**config.mk**
```make
export PLATFORM = sky130hd
export DESIGN_NAME = gicf_slave
export DESIGN_NICKNAME = d
export VERILOG_FILES = /design/src/hw/gicf_pkg.sv /design/src/hw/gicf_if.sv /design/src/hw/gicf_timer.sv /design/src/hw/gicf_slave.sv
export SDC_FILE = /design/constraint.sdc
export NUM_CORES = 1
export LEC_CHECK = 0
export ABC_AREA = 1
export BUFFER_PORTS_ARGS = -buffer_cell sky130_fd_sc_hd__buf_2
export CAP_MARGIN = 25
export CORE_MARGIN = 2
export CORE_UTILIZATION = 42
export CTS_BUF_LIST = sky130_fd_sc_hd__clkbuf_4
export DETAILED_ROUTE_END_ITERATION = 8
export SYNTH_ARGS = -nofsm -noshare
export SYNTH_HDL_FRONTEND = slang
export SYNTH_HIERARCHICAL = 1
export SYNTH_SLANG_ARGS = --single-unit
```
**constraint.sdc**
```tcl
create_clock -name mclk -period 2.6 [get_ports mclk]
set_clock_uncertainty 0.15 [all_clocks]
set_input_delay 0 -clock mclk [delete_from_list [all_inputs] [get_ports mclk]]
set_output_delay 0 -clock mclk [all_outputs]
set_load 0.01 [all_outputs]
```
**src/hw/gicf_pkg.sv**
```systemverilog
// constants and types for the gauge i2c flow-control slave
package gicf_pkg;
   localparam int unsigned CLK_MHZ        = 200;
   localparam logic [6:0]  SLAVE_ADDR     = 7'h55;
   // stretch times and bus timeout in microseconds
   localparam int unsigned WAKE_US        = 4000;
   localparam int unsigned INIT_US        = 4000;
   localparam int unsigned RA_UPD_US      = 24000;
   localparam int unsigned BLK_WR_US      = 72000;
   localparam int unsigned RESTORE_US     = 116000;
   localparam int unsigned EOD_RA_US      = 144000;
   localparam int unsigned BUS_TMO_US     = 2000000;
   // times in whole clock cycles, microseconds times CLK_MHZ, no rounding
   localparam int unsigned WAKE_CYC       = WAKE_US * CLK_MHZ;
   localparam int unsigned INIT_CYC       = INIT_US * CLK_MHZ;
   localparam int unsigned RA_UPD_CYC     = RA_UPD_US * CLK_MHZ;
   localparam int unsigned BLK_WR_CYC     = BLK_WR_US * CLK_MHZ;
   localparam int unsigned RESTORE_CYC    = RESTORE_US * CLK_MHZ;
   localparam int unsigned EOD_RA_CYC     = EOD_RA_US * CLK_MHZ;
   localparam int unsigned BUS_TMO_CYC    = BUS_TMO_US * CLK_MHZ;
   localparam int unsigned CNT_W          = 32;
   localparam logic [1:0]  STRETCH_DIS    = 2'h0;
   typedef enum logic [1:0] {
      GICF_SLEEP  = 2'b00,
      GICF_HIBER  = 2'b01,
      GICF_INIT   = 2'b10,
      GICF_NORMAL = 2'b11
   } gicf_mode_t;
   typedef enum logic [2:0] {
      GICF_JOB_NONE    = 3'b000,
      GICF_JOB_RA      = 3'b001,
      GICF_JOB_BLKWR   = 3'b010,
      GICF_JOB_RESTORE = 3'b011,
      GICF_JOB_EODRA   = 3'b100
   } gicf_job_t;
endpackage

```
**src/hw/gicf_if.sv**
```systemverilog
// interface between protocol engine and stretch timer
`timescale 1ns/1ps
interface gicf_if;
   import gicf_pkg::*;
   logic             load;
   logic [CNT_W-1:0] cycles;
   logic             busy;
   modport engine (output load, output cycles, input busy);
   modport timer  (input load, input cycles, output busy);
endinterface

```
**src/hw/gicf_timer.sv**
```systemverilog
// down counter that times one clock stretch
`timescale 1ns/1ps
module gicf_timer
   import gicf_pkg::*;
(
   input  wire logic mclk,   // system clock
   input  wire logic rst_n,  // sync reset, low
   input  wire logic ce,     // clock enable
   gicf_if.timer     tif     // load and busy
);
   logic [CNT_W-1:0] cnt_reg;
   logic [CNT_W-1:0] cnt_next;

   always_comb begin
      cnt_next = cnt_reg;
      if (tif.load) begin
         cnt_next = tif.cycles;
      end else if (cnt_reg != '0) begin
         cnt_next = cnt_reg - 1'b1;
      end
   end

   always_ff @(posedge mclk) begin
      if (!rst_n) begin
         cnt_reg <= '0;
      end else if (ce) begin
         cnt_reg <= cnt_next;
      end
   end

   assign tif.busy = (cnt_reg != '0);
endmodule

```
**src/hw/gicf_slave.sv**
```systemverilog
// gauge i2c slave: address match, ack, clock stretch and bus timeout
// Rules of the document; RULE_01 to RULE_03, RULE_10 and RULE_11 bind the master
// RULE_01 - above 100 kHz the master splits a subcommand into two one-byte writes, 66 us apart.
// RULE_02 - at 100 kHz or below one incremental two-byte write is allowed, then 66 us wait.
// RULE_03 - after an incremental read ends with nack and stop, the bus stays idle 66 us.
// RULE_04 - in sleep and hibernate every transaction start is stretched up to 4 ms for wake-up.
// RULE_05 - in init and normal modes only packets to our own address are stretched.
// RULE_06 - in init mode SCL may be held after start, ack or first data bit, each at most 4 ms.
// RULE_07 - in normal mode a resistance table update stretches 24 ms, a block write 72 ms.
// RULE_08 - in normal mode a restored block write after power loss stretches 116 ms.
// RULE_09 - in normal mode an end-of-discharge table update stretches 144 ms.
// RULE_10 - the master honours every stretch and does not time out during one.
// RULE_11 - the master leaves 66 us bus-free time between packets to the gauge.
// RULE_12 - the slave answers the fixed seven-bit address followed by the read/write bit.
// RULE_13 - a line held low 2 s makes the slave release both lines, and sleep if still held.
`timescale 1ns/1ps
module gicf_slave
   import gicf_pkg::*;
#(
   parameter int unsigned BUS_TMO = BUS_TMO_CYC
)(
   input  wire logic       mclk,        // system clock
   input  wire logic       rst_n,       // sync reset, low
   input  wire logic       ce,          // clock enable
   input  wire logic [1:0] gaugeMode,   // gicf_mode_t
   input  wire logic [2:0] nvmJob,      // gicf_job_t, sampled at address ack
   input  wire logic       sclIn,       // SCL pin level
   input  wire logic       sdaIn,       // SDA pin level
   output logic            sclOe,       // drive SCL low
   output logic            sdaOe,       // drive SDA low
   output logic            addrHit,     // packet is ours
   output logic            stretching,  // SCL held by us
   output logic            busTimeout,  // 2 s low seen
   output logic            sleepReq     // line still held externally
);
   typedef enum logic [2:0] {
      GICF_IDLE  = 3'b000,
      GICF_ADDR  = 3'b001,
      GICF_ACK   = 3'b010,
      GICF_DATA  = 3'b011,
      GICF_DACK  = 3'b100,
      GICF_IGN   = 3'b101
   } gicf_state_t;

   gicf_if tif ();
   gicf_timer u_timer (
      .mclk  (mclk),
      .rst_n (rst_n),
      .ce    (ce),
      .tif   (tif)
   );

   logic [1:0]       sclSync_reg, sdaSync_reg;
   logic             sclDly_reg, sdaDly_reg;
   gicf_state_t      st_reg, st_next;
   logic [2:0]       bit_reg, bit_next;
   logic [7:0]       sh_reg, sh_next;
   logic             byteDone_reg, byteDone_next;
   logic             rw_reg, rw_next;
   logic             hold_reg, hold_next;
   logic             sdaOe_reg, sdaOe_next;
   logic             hit_reg, hit_next;
   logic             tmo_reg, tmo_next;
   logic             slp_reg, slp_next;
   logic [CNT_W-1:0] low_reg, low_next;
   logic             load;
   logic [CNT_W-1:0] loadCyc;

   wire logic scl     = sclSync_reg[1];
   wire logic sda     = sdaSync_reg[1];
   wire logic sclRise = scl & ~sclDly_reg;
   wire logic sclFall = ~scl & sclDly_reg;
   wire logic start   = scl & sclDly_reg & ~sda & sdaDly_reg;
   wire logic stop    = scl & sclDly_reg & sda & ~sdaDly_reg;
   wire logic asleep  = (gaugeMode == GICF_SLEEP) || (gaugeMode == GICF_HIBER);

   function automatic logic [CNT_W-1:0] jobCycles(input logic [2:0] job);
      unique case (job)
         GICF_JOB_RA:      jobCycles = CNT_W'(RA_UPD_CYC);   // RULE_07
         GICF_JOB_BLKWR:   jobCycles = CNT_W'(BLK_WR_CYC);   // RULE_07
         GICF_JOB_RESTORE: jobCycles = CNT_W'(RESTORE_CYC);  // RULE_08
         GICF_JOB_EODRA:   jobCycles = CNT_W'(EOD_RA_CYC);   // RULE_09
         default:          jobCycles = '0;
      endcase
   endfunction

   always_comb begin
      st_next    = st_reg;
      bit_next   = bit_reg;
      sh_next    = sh_reg;
      rw_next    = rw_reg;
      byteDone_next = byteDone_reg;
      hold_next  = hold_reg & tif.busy;
      sdaOe_next = sdaOe_reg;
      hit_next   = hit_reg;
      load       = 1'b0;
      loadCyc    = '0;
      tmo_next   = tmo_reg;
      slp_next   = slp_reg;
      low_next   = (!scl || !sda) ? low_reg + 1'b1 : '0;
      if (start) begin
         st_next  = GICF_ADDR;
         bit_next = 3'h7;
         hit_next = 1'b0;
         byteDone_next = 1'b0;
         if (asleep) begin
            load      = 1'b1;                       // RULE_04
            loadCyc   = CNT_W'(WAKE_CYC);
            hold_next = 1'b1;
         end
      end else if (stop) begin
         st_next    = GICF_IDLE;
         sdaOe_next = 1'b0;
         hit_next   = 1'b0;
      end else if (!hold_reg) begin
         unique case (st_reg)
            GICF_IDLE, GICF_IGN: begin
            end
            GICF_ADDR, GICF_DATA: begin
               if (sclRise) begin
                  sh_next       = {sh_reg[6:0], sda};
                  bit_next      = bit_reg - 3'h1;
                  byteDone_next = (bit_reg == 3'h0);
               end
               if (sclFall && bit_reg == 3'h6 && st_reg == GICF_DATA
                   && gaugeMode == GICF_INIT) begin
                  load      = 1'b1;                   // RULE_06
                  loadCyc   = CNT_W'(INIT_CYC);
                  hold_next = 1'b1;
               end
               // only the fall after the eighth bit ends a byte, not the fall after start
               if (sclFall && byteDone_reg) begin
                  byteDone_next = 1'b0;
                  if (st_reg == GICF_DATA) begin
                     st_next    = GICF_DACK;
                     sdaOe_next = ~rw_reg;
                  end else if (sh_reg[7:1] == SLAVE_ADDR) begin // RULE_12
                     st_next    = GICF_ACK;
                     rw_next    = sh_reg[0];
                     sdaOe_next = 1'b1;
                     hit_next   = 1'b1;
                  end else begin
                     st_next    = GICF_IGN;             // RULE_05
                  end
               end
            end
            GICF_ACK, GICF_DACK: begin
               if (sclFall) begin
                  sdaOe_next = 1'b0;
                  bit_next   = 3'h7;
                  st_next    = rw_reg ? GICF_IGN : GICF_DATA;
                  if (gaugeMode == GICF_NORMAL && st_reg == GICF_ACK
                      && nvmJob != GICF_JOB_NONE) begin
                     load      = 1'b1;                // RULE_05
                     loadCyc   = jobCycles(nvmJob);
                     hold_next = 1'b1;
                  end else if (gaugeMode == GICF_INIT) begin
                     load      = 1'b1;                // RULE_06
                     loadCyc   = CNT_W'(INIT_CYC);
                     hold_next = 1'b1;
                  end
               end
            end
            default: st_next = GICF_IDLE;
         endcase
      end
      // bus held low too long: let go of both lines
      // both lines high again: timeout and sleep request end
      if (scl && sda) begin
         tmo_next = 1'b0;
         slp_next = 1'b0;
      end else if (low_reg >= CNT_W'(BUS_TMO)) begin
         tmo_next   = 1'b1;                           // RULE_13
         hold_next  = 1'b0;
         sdaOe_next = 1'b0;
         st_next    = GICF_IDLE;
         slp_next   = tmo_reg;                        // RULE_13
         low_next   = low_reg;
      end
   end

   assign tif.load   = load;
   assign tif.cycles = loadCyc;

   always_ff @(posedge mclk) begin
      if (!rst_n) begin
         sclSync_reg <= 2'h3;
         sdaSync_reg <= 2'h3;
         sclDly_reg  <= 1'b1;
         sdaDly_reg  <= 1'b1;
         st_reg      <= GICF_IDLE;
         bit_reg     <= 3'h7;
         sh_reg      <= 8'h00;
         byteDone_reg <= 1'b0;
         rw_reg      <= 1'b0;
         hold_reg    <= 1'b0;
         sdaOe_reg   <= 1'b0;
         hit_reg     <= 1'b0;
         tmo_reg     <= 1'b0;
         slp_reg     <= 1'b0;
         low_reg     <= '0;
      end else if (ce) begin
         sclSync_reg <= {sclSync_reg[0], sclIn};
         sdaSync_reg <= {sdaSync_reg[0], sdaIn};
         sclDly_reg  <= scl;
         sdaDly_reg  <= sda;
         st_reg      <= st_next;
         bit_reg     <= bit_next;
         sh_reg      <= sh_next;
         byteDone_reg <= byteDone_next;
         rw_reg      <= rw_next;
         hold_reg    <= hold_next;
         sdaOe_reg   <= sdaOe_next;
         hit_reg     <= hit_next;
         tmo_reg     <= tmo_next;
         slp_reg     <= slp_next;
         low_reg     <= low_next;
      end
   end

   always_ff @(posedge mclk) begin
      if (!rst_n) begin
         sclOe      <= 1'b0;
         sdaOe      <= 1'b0;
         addrHit    <= 1'b0;
         stretching <= 1'b0;
         busTimeout <= 1'b0;
         sleepReq   <= 1'b0;
      end else if (ce) begin
         sclOe      <= hold_next;
         sdaOe      <= sdaOe_next;
         addrHit    <= hit_next;
         stretching <= hold_next;
         busTimeout <= tmo_next;
         sleepReq   <= slp_next;
      end
   end
endmodule

```
==> results.sh, run 1 <==
export IMPL_status="completed"
export IMPL_die_x_microns=126
export IMPL_finalHoldViolations=0
export IMPL_place_inst=1244
export IMPL_final_cells=1277
export IMPL_synth_area_leader_cell="dfxtp_1"
export IMPL_rrSetupSlack_ns=0.23
export IMPL_gr_total_overflow=0
export IMPL_hold_path_class="in -> reg"
export IMPL_wl_microns=16200
export IMPL_critPathMostFrequentCell="nand2_1"
export IMPL_fmax_mhz=422
export IMPL_wl_per_cell_microns=12.7
export IMPL_cpPeakStageDelay_ns=0.43
export IMPL_clkSlewWorstSetupHoldPaths_ns=0.17
export IMPL_first_pass_iters=5
export IMPL_r2r_start="st_reg[1]"
export IMPL_leakage_uw=0.00289
export IMPL_drtAntennaViolNets=0
export IMPL_maxCapViolations=0
export IMPL_grt_pass1_vias=5774
export IMPL_hpwlAfterDp_microns=11400
export IMPL_cts_tree="yes"
export IMPL_r2r_cells=14
export IMPL_crit_end="u_timer/cnt_reg[24]"
export IMPL_area_growth_pct=9.33
export IMPL_clkLatencyLatePin_ns=0.49
export IMPL_fin_util_pct=47.0
export IMPL_crit_type="reg -> reg"
export IMPL_antenna_found_initial=1
export IMPL_ios=16
export IMPL_die_area_sq_um=15800
export IMPL_layout_commonest_cell="nand2_1"
export IMPL_synth_warning_count=6
export IMPL_drtIter0Drc=424
export IMPL_arrival_ns=2.63
export IMPL_period_share_pct=91.1
export IMPL_grt_pass1_wl_microns=27300
export IMPL_crit_path_start="st_reg[1]"
export IMPL_chipHeight_microns=126
export IMPL_ir_worst_vdd_v=0.000322
export IMPL_grt_max_degree=42
export IMPL_netlist_top_cells_area="dfxtp_1, nand2_1, nor2_1"
export IMPL_clockBufferDepth=2
export IMPL_mostFrequentLayoutCells="nand2_1, nor2_1, dfxtp_1"
export IMPL_reg2reg_to="u_timer/cnt_reg[24]"
export IMPL_clock_sinks=91
export IMPL_critPathLaunchType="flip-flop"
export IMPL_max_slew_margin_rel_pct=41.8
export IMPL_synth_top_area_share_pct=29.3
export IMPL_fin_crit_ns=2.37
export IMPL_grtUsageTotal_pct=20.8
export IMPL_gp_congestion=0.941
export IMPL_synth_cell_types=40
export IMPL_ctsHtreeMaxLevel=3
export IMPL_vias_per_cell=4.93
export IMPL_drive_above_1_share_pct=9.16
export IMPL_final_nets=1103
export IMPL_synth_area_per_cell_sq_um=5.90
export IMPL_ys_seq_area_share_pct=29.3
export IMPL_drc=0
export IMPL_cp_required_ns=2.86
export IMPL_cp_max_fo=10
export IMPL_vias=6298
export IMPL_syn_inst=1054
export IMPL_final_setup_tns_ns=0
export IMPL_start_util_pct=43.0
export IMPL_critical_path_endpoint_type="flip-flop"
export IMPL_grt_setup_unrepaired="false"
export IMPL_root_buffer="clkbuf_4"
export IMPL_cts_inserted_buffers=9
export IMPL_rows=44
export IMPL_cpMaxStageDelayCell="dfxtp_2"
export IMPL_syn_area_sq_um=6220
export IMPL_ys_ff_latch=91
export IMPL_finalSetupViolations=0
export IMPL_core_area_sq_um=14500
export IMPL_io_buffers=15
export IMPL_maxSlewViolCount=0
export IMPL_power_density_nw_per_um2=653
export IMPL_worst_pin_slew_ns=0.871
export IMPL_postCtsSetupBuffers=0
export IMPL_path_cells="inv_2 -> o21ai_0 -> nand2_2 -> nor2_4 -> nand2_1 -> nand3_1 -> nand2_1 -> nand2_1 -> inv_1 -> a21boi_2 -> clkbuf_4 -> nand3_1 -> nand2_1 -> nor2_1"
layout make-up:
cell class                      instances  area, sq um
Clock buffer                            9         67.6
Timing Repair Buffer                   41          313
Sequential cell                        91         1820
Clock inverter                          7         58.8
Tap cell                              184          230
Antenna cell                            1         2.50
Multi-Input combinational cell        846         3940
Inverter                               98          370
Fill cell                            1573         7680
through the flow:
step / hold WS, ns / setup slack (ns) / area (sq um) / power [uW]
6_report: 0.205 / 0.231 / 6800 / 4440
5_1_grt: 0.206 / 0.00506 / 6800 / 4860
4_1_cts: 0.177 / 0.0601 / 6720 / 4410
3_5_place_dp: 0.0672 / 0.119 / 6460 / 3610
3_3_place_gp: 0.0616 / 0.224 / 6460 / 3610
2_1_floorplan: -0.0237 / 0.373 / 6270 / 3210
kinds of logic (layout without fill, tap and decap cells):
group,Yosys count,after routing,share of synthesized area [%]
xor+xnor,25,25,3.52
compound gates,132,132,11.2
other cells,1,16,0.0603
flops,91,91,29.3
fa+ha+maj,6,6,1.21
simple gates,667,668,45.5
buf+inv,132,155,9.21
synth_stat cells (all sizes together):
cell type  count
nand2        343
nor2         210
inv           97
dfxtp         91
a21oi         77
nand3         69
o21ai         43
buf           19
nand4         17
clkbuf        15
nor3          15
xor2          14
xnor2         11
ha             6
or2            6
o211ai         4
and2           3
nand3b         3
o21bai         3
a211oi         2
a21boi         1
clkinv         1
conb           1
nor3b          1
o21a           1
o2bb2ai        1
routing by layer:
layer  global-route usage (%)  wire (microns)  vias to the layer above
li1                         -               -                     3378
met3                     2.42             463                       17
met4                     6.01             260                        0
met1                     28.0            7920                     2801
met2                     35.1            7600                      102
met5                        0               0                        -
where the power goes:
group	internal [uW]	switching (uW)	total (uW)
logic	684	1310	2000
clock network	212	558	770
registers	1520	151	1670
total	2420	2020	4440
critical path, delay by kind of cell (launching register included):
family	cells	cell delay (ns)
buf+inv	3	0.49
compound gates	2	0.44
simple gates	9	0.80
flops	1	0.43
worst min path at each step:
stage               cells past startpoint  start        endpoint
floorplan                               2  sclIn  sclSync_reg[0]
global placement                        3  sdaIn  sdaSync_reg[0]
detailed placement                      3  sdaIn  sdaSync_reg[0]
CTS                                     3  rst_n      bit_reg[2]
global route                            3  rst_n      bit_reg[2]
finish                                  3  rst_n      bit_reg[2]
timing repair:
action | 4_1_cts | 5_1_grt
hold buffers | 14 | 0
gates resized for setup | 0 | 12
setup endpoints to repair | 0 | 32
endpoints found under the hold margin | 43 | 0
Note: power is estimated with default switching activity, not from simulation.
==> run 2: changes to the inputs <==
clock period = 2 ns   (was 2.6 ns; I/O delays follow)
==> run 2 against run 1 <==
  * The run now ends with hold timing, setup timing left
  * Fmax grew 17%
  * Global-route usage grew 1.2 points
  * Flip-flop and latch count is the same
  * Cell area grew 14%
  * Clock-buffer cell count is the same
  * Worst hold slack lost 0.24 ns
  * Critical path depth shrank 2
  * Routed wire length grew 8.6%
  * Combinational power grew 59%
==> results.sh, run 2 (same netlist as run 1, synthesis figures left out) <==
export IMPL_io_buffers=15
export IMPL_area_growth_pct=25.0
export IMPL_drtAntennaViolNets=0
export IMPL_period_share_pct=101
export IMPL_intPower_uw=3590
export IMPL_ios=16
export IMPL_setup_ws_ns=-0.0277
export IMPL_maxCapViolations=0
export IMPL_violations="hold timing, setup timing"
export IMPL_ctsHtreeMaxLevel=3
export IMPL_vias_per_cell=4.90
export IMPL_final_nets=1188
export IMPL_crit_type="reg -> reg"
export IMPL_path_cells="buf_4 -> buf_4 -> nand3_2 -> nand2_1 -> nor2_2 -> nand3_4 -> buf_4 -> a21oi_1 -> nor2_1 -> nor2_1 -> nand2_1 -> a21oi_1"
export IMPL_first_pass_iters=5
export IMPL_placed_area_sq_um=7040
export IMPL_vias=6671
export IMPL_pwr_share_seq_pct=33.6
export IMPL_gr_total_overflow=0
export IMPL_grt_max_degree=33
export IMPL_final_setup_tns_ns=-0.0341
export IMPL_drc=0
export IMPL_p_switching_uw=2760
export IMPL_power_density_nw_per_um2=817
export IMPL_clock_sinks=91
export IMPL_cp_required_ns=2.25
export IMPL_arrival_ns=2.28
export IMPL_critical_path_endpoint_type="flip-flop"
export IMPL_chipHeight_microns=126
export IMPL_rows=44
export IMPL_clockBufferDepth=2
export IMPL_die_area_sq_um=15800
export IMPL_status="finished, violations left"
export IMPL_fmax_mhz=493
export IMPL_hold_path_class="in -> reg"
export IMPL_cts_inserted_buffers=9
export IMPL_gp_congestion=0.886
export IMPL_clkSlewWorstSetupHoldPaths_ns=0.14
export IMPL_drive_above_1_share_pct=18.8
export IMPL_wl_per_cell_microns=13.0
export IMPL_combPwrFrac_pct=49.8
export IMPL_cpPeakStageDelay_ns=0.37
export IMPL_leakage_uw=0.00339
export IMPL_ir_worst_vdd_v=0.000327
export IMPL_maxSlewViolCount=0
export IMPL_mostFrequentLayoutCells="nand2_1, nor2_1, inv_1, dfxtp_1, buf_4"
export IMPL_holdWs_ns=-0.0375
export IMPL_cpMaxStageDelayCell="dfxtp_2"
export IMPL_wl_microns=17600
export IMPL_core_area_sq_um=14500
export IMPL_clkLatencyLatePin_ns=0.47
export IMPL_root_buffer="clkbuf_4"
export IMPL_switching_share_pct=43.5
export IMPL_pwr_share_clk_pct=16.6
export IMPL_die_x_microns=126
export IMPL_cts_tree="yes"
export IMPL_cp_max_fo=5
export IMPL_layout_commonest_cell="nand2_1"
export IMPL_grt_setup_unrepaired="true"
export IMPL_critPathMostFrequentCell="buf_4"
export IMPL_critPathLaunchType="flip-flop"
export IMPL_grt_pass1_vias=6155
export IMPL_fin_crit_ns=2.03
export IMPL_antenna_found_initial=1
export IMPL_drtIter0Drc=386
export IMPL_grt_pass1_wl_microns=28900
export IMPL_grtUsageTotal_pct=22.0
export IMPL_design_area_sq_um=7770
export IMPL_finalHoldViolations=3
export IMPL_finalSetupViolations=3
export IMPL_hpwlAfterDp_microns=12400
export IMPL_start_util_pct=43.0
run 2: repair_timing:
action	in CTS	in global routing
endpoints found under the setup margin	32	64
pin swaps	7	6
gates resized for setup	23	45
setup buffers	11	3
hold endpoints to repair	41	2
hold buffers	16	2
cloned	1	3
run 2: critical path, delay by kind of cell (launching register included):
kind	cells	cell delay [ns]
AND/OR/NAND/NOR	7	0.76
buffers and inverters	3	0.42
flip-flops	1	0.37
AO/OA/AOI/OAI	2	0.27
run 2: layout make-up:
type	count	area, sq um
multi-input combinational	845	4060
timing repair buffer	127	1130
clock inverter	7	67.6
fill	1491	6710
inverter	98	375
clock buffer	9	67.6
sequential	91	1840
antenna	1	2.50
tap	184	230
run 2: metal layers:
| layer | vias to the layer above | GRT usage (%) | part of all wire [%] |
|---|---|---|---|
| li1 | 3554 | - | - |
| met2 | 96 | 37.5 | 47 |
| met5 | - | 0 | 0 |
| met1 | 2998 | 29.0 | 48 |
| met3 | 23 | 2.76 | 3.2 |
| met4 | 0 | 6.93 | 1.9 |
run 2: stage by stage:
| stage | instances | total power, uW | worst slack, ns | util [%] |
|---|---|---|---|---|
| after global placement | 1309 | 4980 | -0.0360 | 48.6 |
| after CTS | 1353 | 6220 | -0.0295 | 52.0 |
| after detailed placement | 1309 | 5010 | -0.0713 | 48.6 |
| final | 1362 | 6350 | -0.0277 | 53.7 |
| after floorplan | 1068 | 4170 | 0.000651 | - |
| after global routing | 1362 | 6860 | -0.145 | 53.7 |
run 2: power groups by stage:
| stage | clock (uW) | sequential, uW | combinational (uW) |
|---|---|---|---|
| 4_1_cts | 1090 | 2130 | 3000 |
| 2_1_floorplan | 0 | 2150 | 2020 |
| 3_5_place_dp | 0 | 2170 | 2840 |
| 3_3_place_gp | 0 | 2170 | 2820 |
| 6_report | 1050 | 2130 | 3170 |
| 5_1_grt | 1160 | 2160 | 3540 |
run 2: path summary, 6_finish.rpt:
check	startpoint	end	slack [ns]	depth (start not counted)
worst max register to register	sclDly_reg	u_timer/cnt_reg[16]	-0.03	12
worst min-delay path	ce	st_reg[2]	-0.04	5
worst max-delay path	sclDly_reg	u_timer/cnt_reg[16]	-0.03	12
worst min register to register	low_reg[30]	low_reg[30]	0.31	2
==> run 3: changes to the inputs <==
BUFFER_PORTS_ARGS = unset   (was -buffer_cell sky130_fd_sc_hd__buf_2)
DONT_BUFFER_PORTS = 1   (was unset)
GPL_TIMING_DRIVEN = 0   (was unset)
==> run 3 against run 2 <==
  * The run still ends with hold timing, setup timing left
  * Flip-flop and latch count is the same
  * Cell count down 4.3%
  * Global-route usage up 0.35 points
  * Utilization decreased by 3.2 points
  * Clock power is essentially flat
  * Setup slack lost 0.052 ns
  * Critical endpoint is now u_timer/cnt_reg[23]
==> results.sh, run 3 (same netlist as run 1, synthesis figures left out) <==
export IMPL_status="finished, violations left"
export IMPL_violations="hold timing, setup timing"
export IMPL_reg2reg_to="u_timer/cnt_reg[23]"
export IMPL_hold_path_class="in -> reg"
export IMPL_fmax_mhz=481
export IMPL_min_from="ce"
export IMPL_finalHoldViolations=32
export IMPL_setup_ws_ns=-0.0796
export IMPL_drive_above_1_share_pct=14.9
export IMPL_start_util_pct=43.0
export IMPL_grtUsageTotal_pct=22.3
export IMPL_r2r_start="st_reg[0]"
export IMPL_cp_required_ns=2.22
export IMPL_grt_setup_unrepaired="true"
export IMPL_total_power_uw=6160
export IMPL_cts_tree="yes"
export IMPL_area_growth_pct=17.6
export IMPL_drc=0
export IMPL_critical_path_endpoint_type="flip-flop"
export IMPL_crit_path_start="st_reg[0]"
export IMPL_root_buffer="clkbuf_4"
export IMPL_ctsHoldBuffers=13
export IMPL_fin_util_pct=50.5
export IMPL_holdPathStages=4
export IMPL_chipHeight_microns=126
export IMPL_first_pass_iters=5
export IMPL_rows=44
export IMPL_vias=6463
export IMPL_grt_pass1_wl_microns=28800
export IMPL_leakage_uw=0.00306
export IMPL_drtIter0Drc=385
export IMPL_cp_max_fo=7
export IMPL_fin_crit_ns=2.08
export IMPL_crit_type="reg -> reg"
export IMPL_clkLatencyLatePin_ns=0.50
export IMPL_die_x_microns=126
export IMPL_r2r_cells=13
export IMPL_grt_max_degree=15
export IMPL_cts_inserted_buffers=9
export IMPL_antenna_found_initial=1
export IMPL_max_slew_margin_rel_pct=56.9
export IMPL_arrival_ns=2.30
export IMPL_gp_congestion=0.934
export IMPL_power_density_nw_per_um2=842
export IMPL_hold_end="u_timer/cnt_reg[18]"
export IMPL_layout_commonest_cell="nand2_1"
export IMPL_worst_pin_slew_ns=0.647
export IMPL_mostFrequentLayoutCells="nand2_1, nor2_1, inv_1"
export IMPL_vias_per_cell=4.96
export IMPL_wl_microns=17900
export IMPL_final_setup_tns_ns=-0.688
export IMPL_finalSetupViolations=25
export IMPL_ctsHtreeMaxLevel=3
export IMPL_clockBufferDepth=2
export IMPL_ios=16
export IMPL_clkSlewWorstSetupHoldPaths_ns=0.18
export IMPL_grt_pass1_vias=5775
export IMPL_core_area_sq_um=14500
export IMPL_io_buffers=0
export IMPL_place_ws_ns=-0.536
export IMPL_period_share_pct=104
export IMPL_holdWs_ns=-0.373
export IMPL_drtAntennaViolNets=0
export IMPL_wl_per_cell_microns=13.7
export IMPL_rrSetupSlack_ns=-0.08
export IMPL_maxSlewViolCount=0
export IMPL_final_nets=1130
export IMPL_ir_worst_vdd_v=0.000337
export IMPL_critPathLaunchType="flip-flop"
export IMPL_clock_sinks=91
export IMPL_die_area_sq_um=15800
export IMPL_gr_total_overflow=0
export IMPL_hpwlAfterDp_microns=12800
export IMPL_maxCapViolations=0
-- run 3: critical path, stage by stage (launching register included) --
cell and delay (ns):
dfxtp_4 0.40, o21ai_2 0.17, nand2_4 0.08, nor2_4 0.14
nand2_1 0.08, nand3_2 0.08, nand2_2 0.07, nand2_4 0.14
inv_8 0.07, or2_2 0.28, nand3_1 0.11, nor2_1 0.05
nor2_1 0.08, nor2_1 0.04
-- run 3: through the flow --
step                      instances  instance area, sq um
final                          1304                  7310
after floorplan                1068                  6290
after global routing           1304                  7310
after CTS                      1297                  7070
after detailed placement       1252                  6520
after global placement         1252                  6520
-- run 3: worst max path at each step --
stage                           to  slack [ns]
6_report       u_timer/cnt_reg[23]       -0.08
5_1_grt        u_timer/cnt_reg[17]       -0.16
4_1_cts        u_timer/cnt_reg[17]       -0.01
3_5_place_dp   u_timer/cnt_reg[13]       -0.54
3_3_place_gp   u_timer/cnt_reg[13]       -0.55
2_1_floorplan  u_timer/cnt_reg[14]      0.0007
-- run 3: per-layer routing --
metal,wire (microns),GRT usage [%],up-vias
met1,8400,29.6,2869
met3,633,3.19,31
met2,8410,37.1,121
met5,0,0,-
met4,458,8.37,0
li1,-,-,3442
-- run 3: layout make-up --
cell class	instances	area (sq um)
fillers	1526	7160
clock buffers	10	75.1
clock inverters	6	56.3
repair buffers	36	324
diodes	1	2.50
flip-flops and latches	91	1850
plain buffers	33	285
inverters	98	390
well taps	184	230
multi-input cells	845	4100
-- run 3: where the power goes --
group / switching [uW] / internal [uW]
Clock: 683 / 386
Combinational: 1850 / 1050
Sequential: 211 / 1980
Total: 2750 / 3420
-- run 3: timing repair --
| action | CTS | global route |
|---|---|---|
| pin swaps | 8 | 14 |
| endpoints found under the hold margin | 71 | 32 |
| endpoints found under the setup margin | 35 | 55 |
| resized for setup | 57 | 56 |
| cloned | 1 | 1 |
| setup buffers | 15 | 6 |
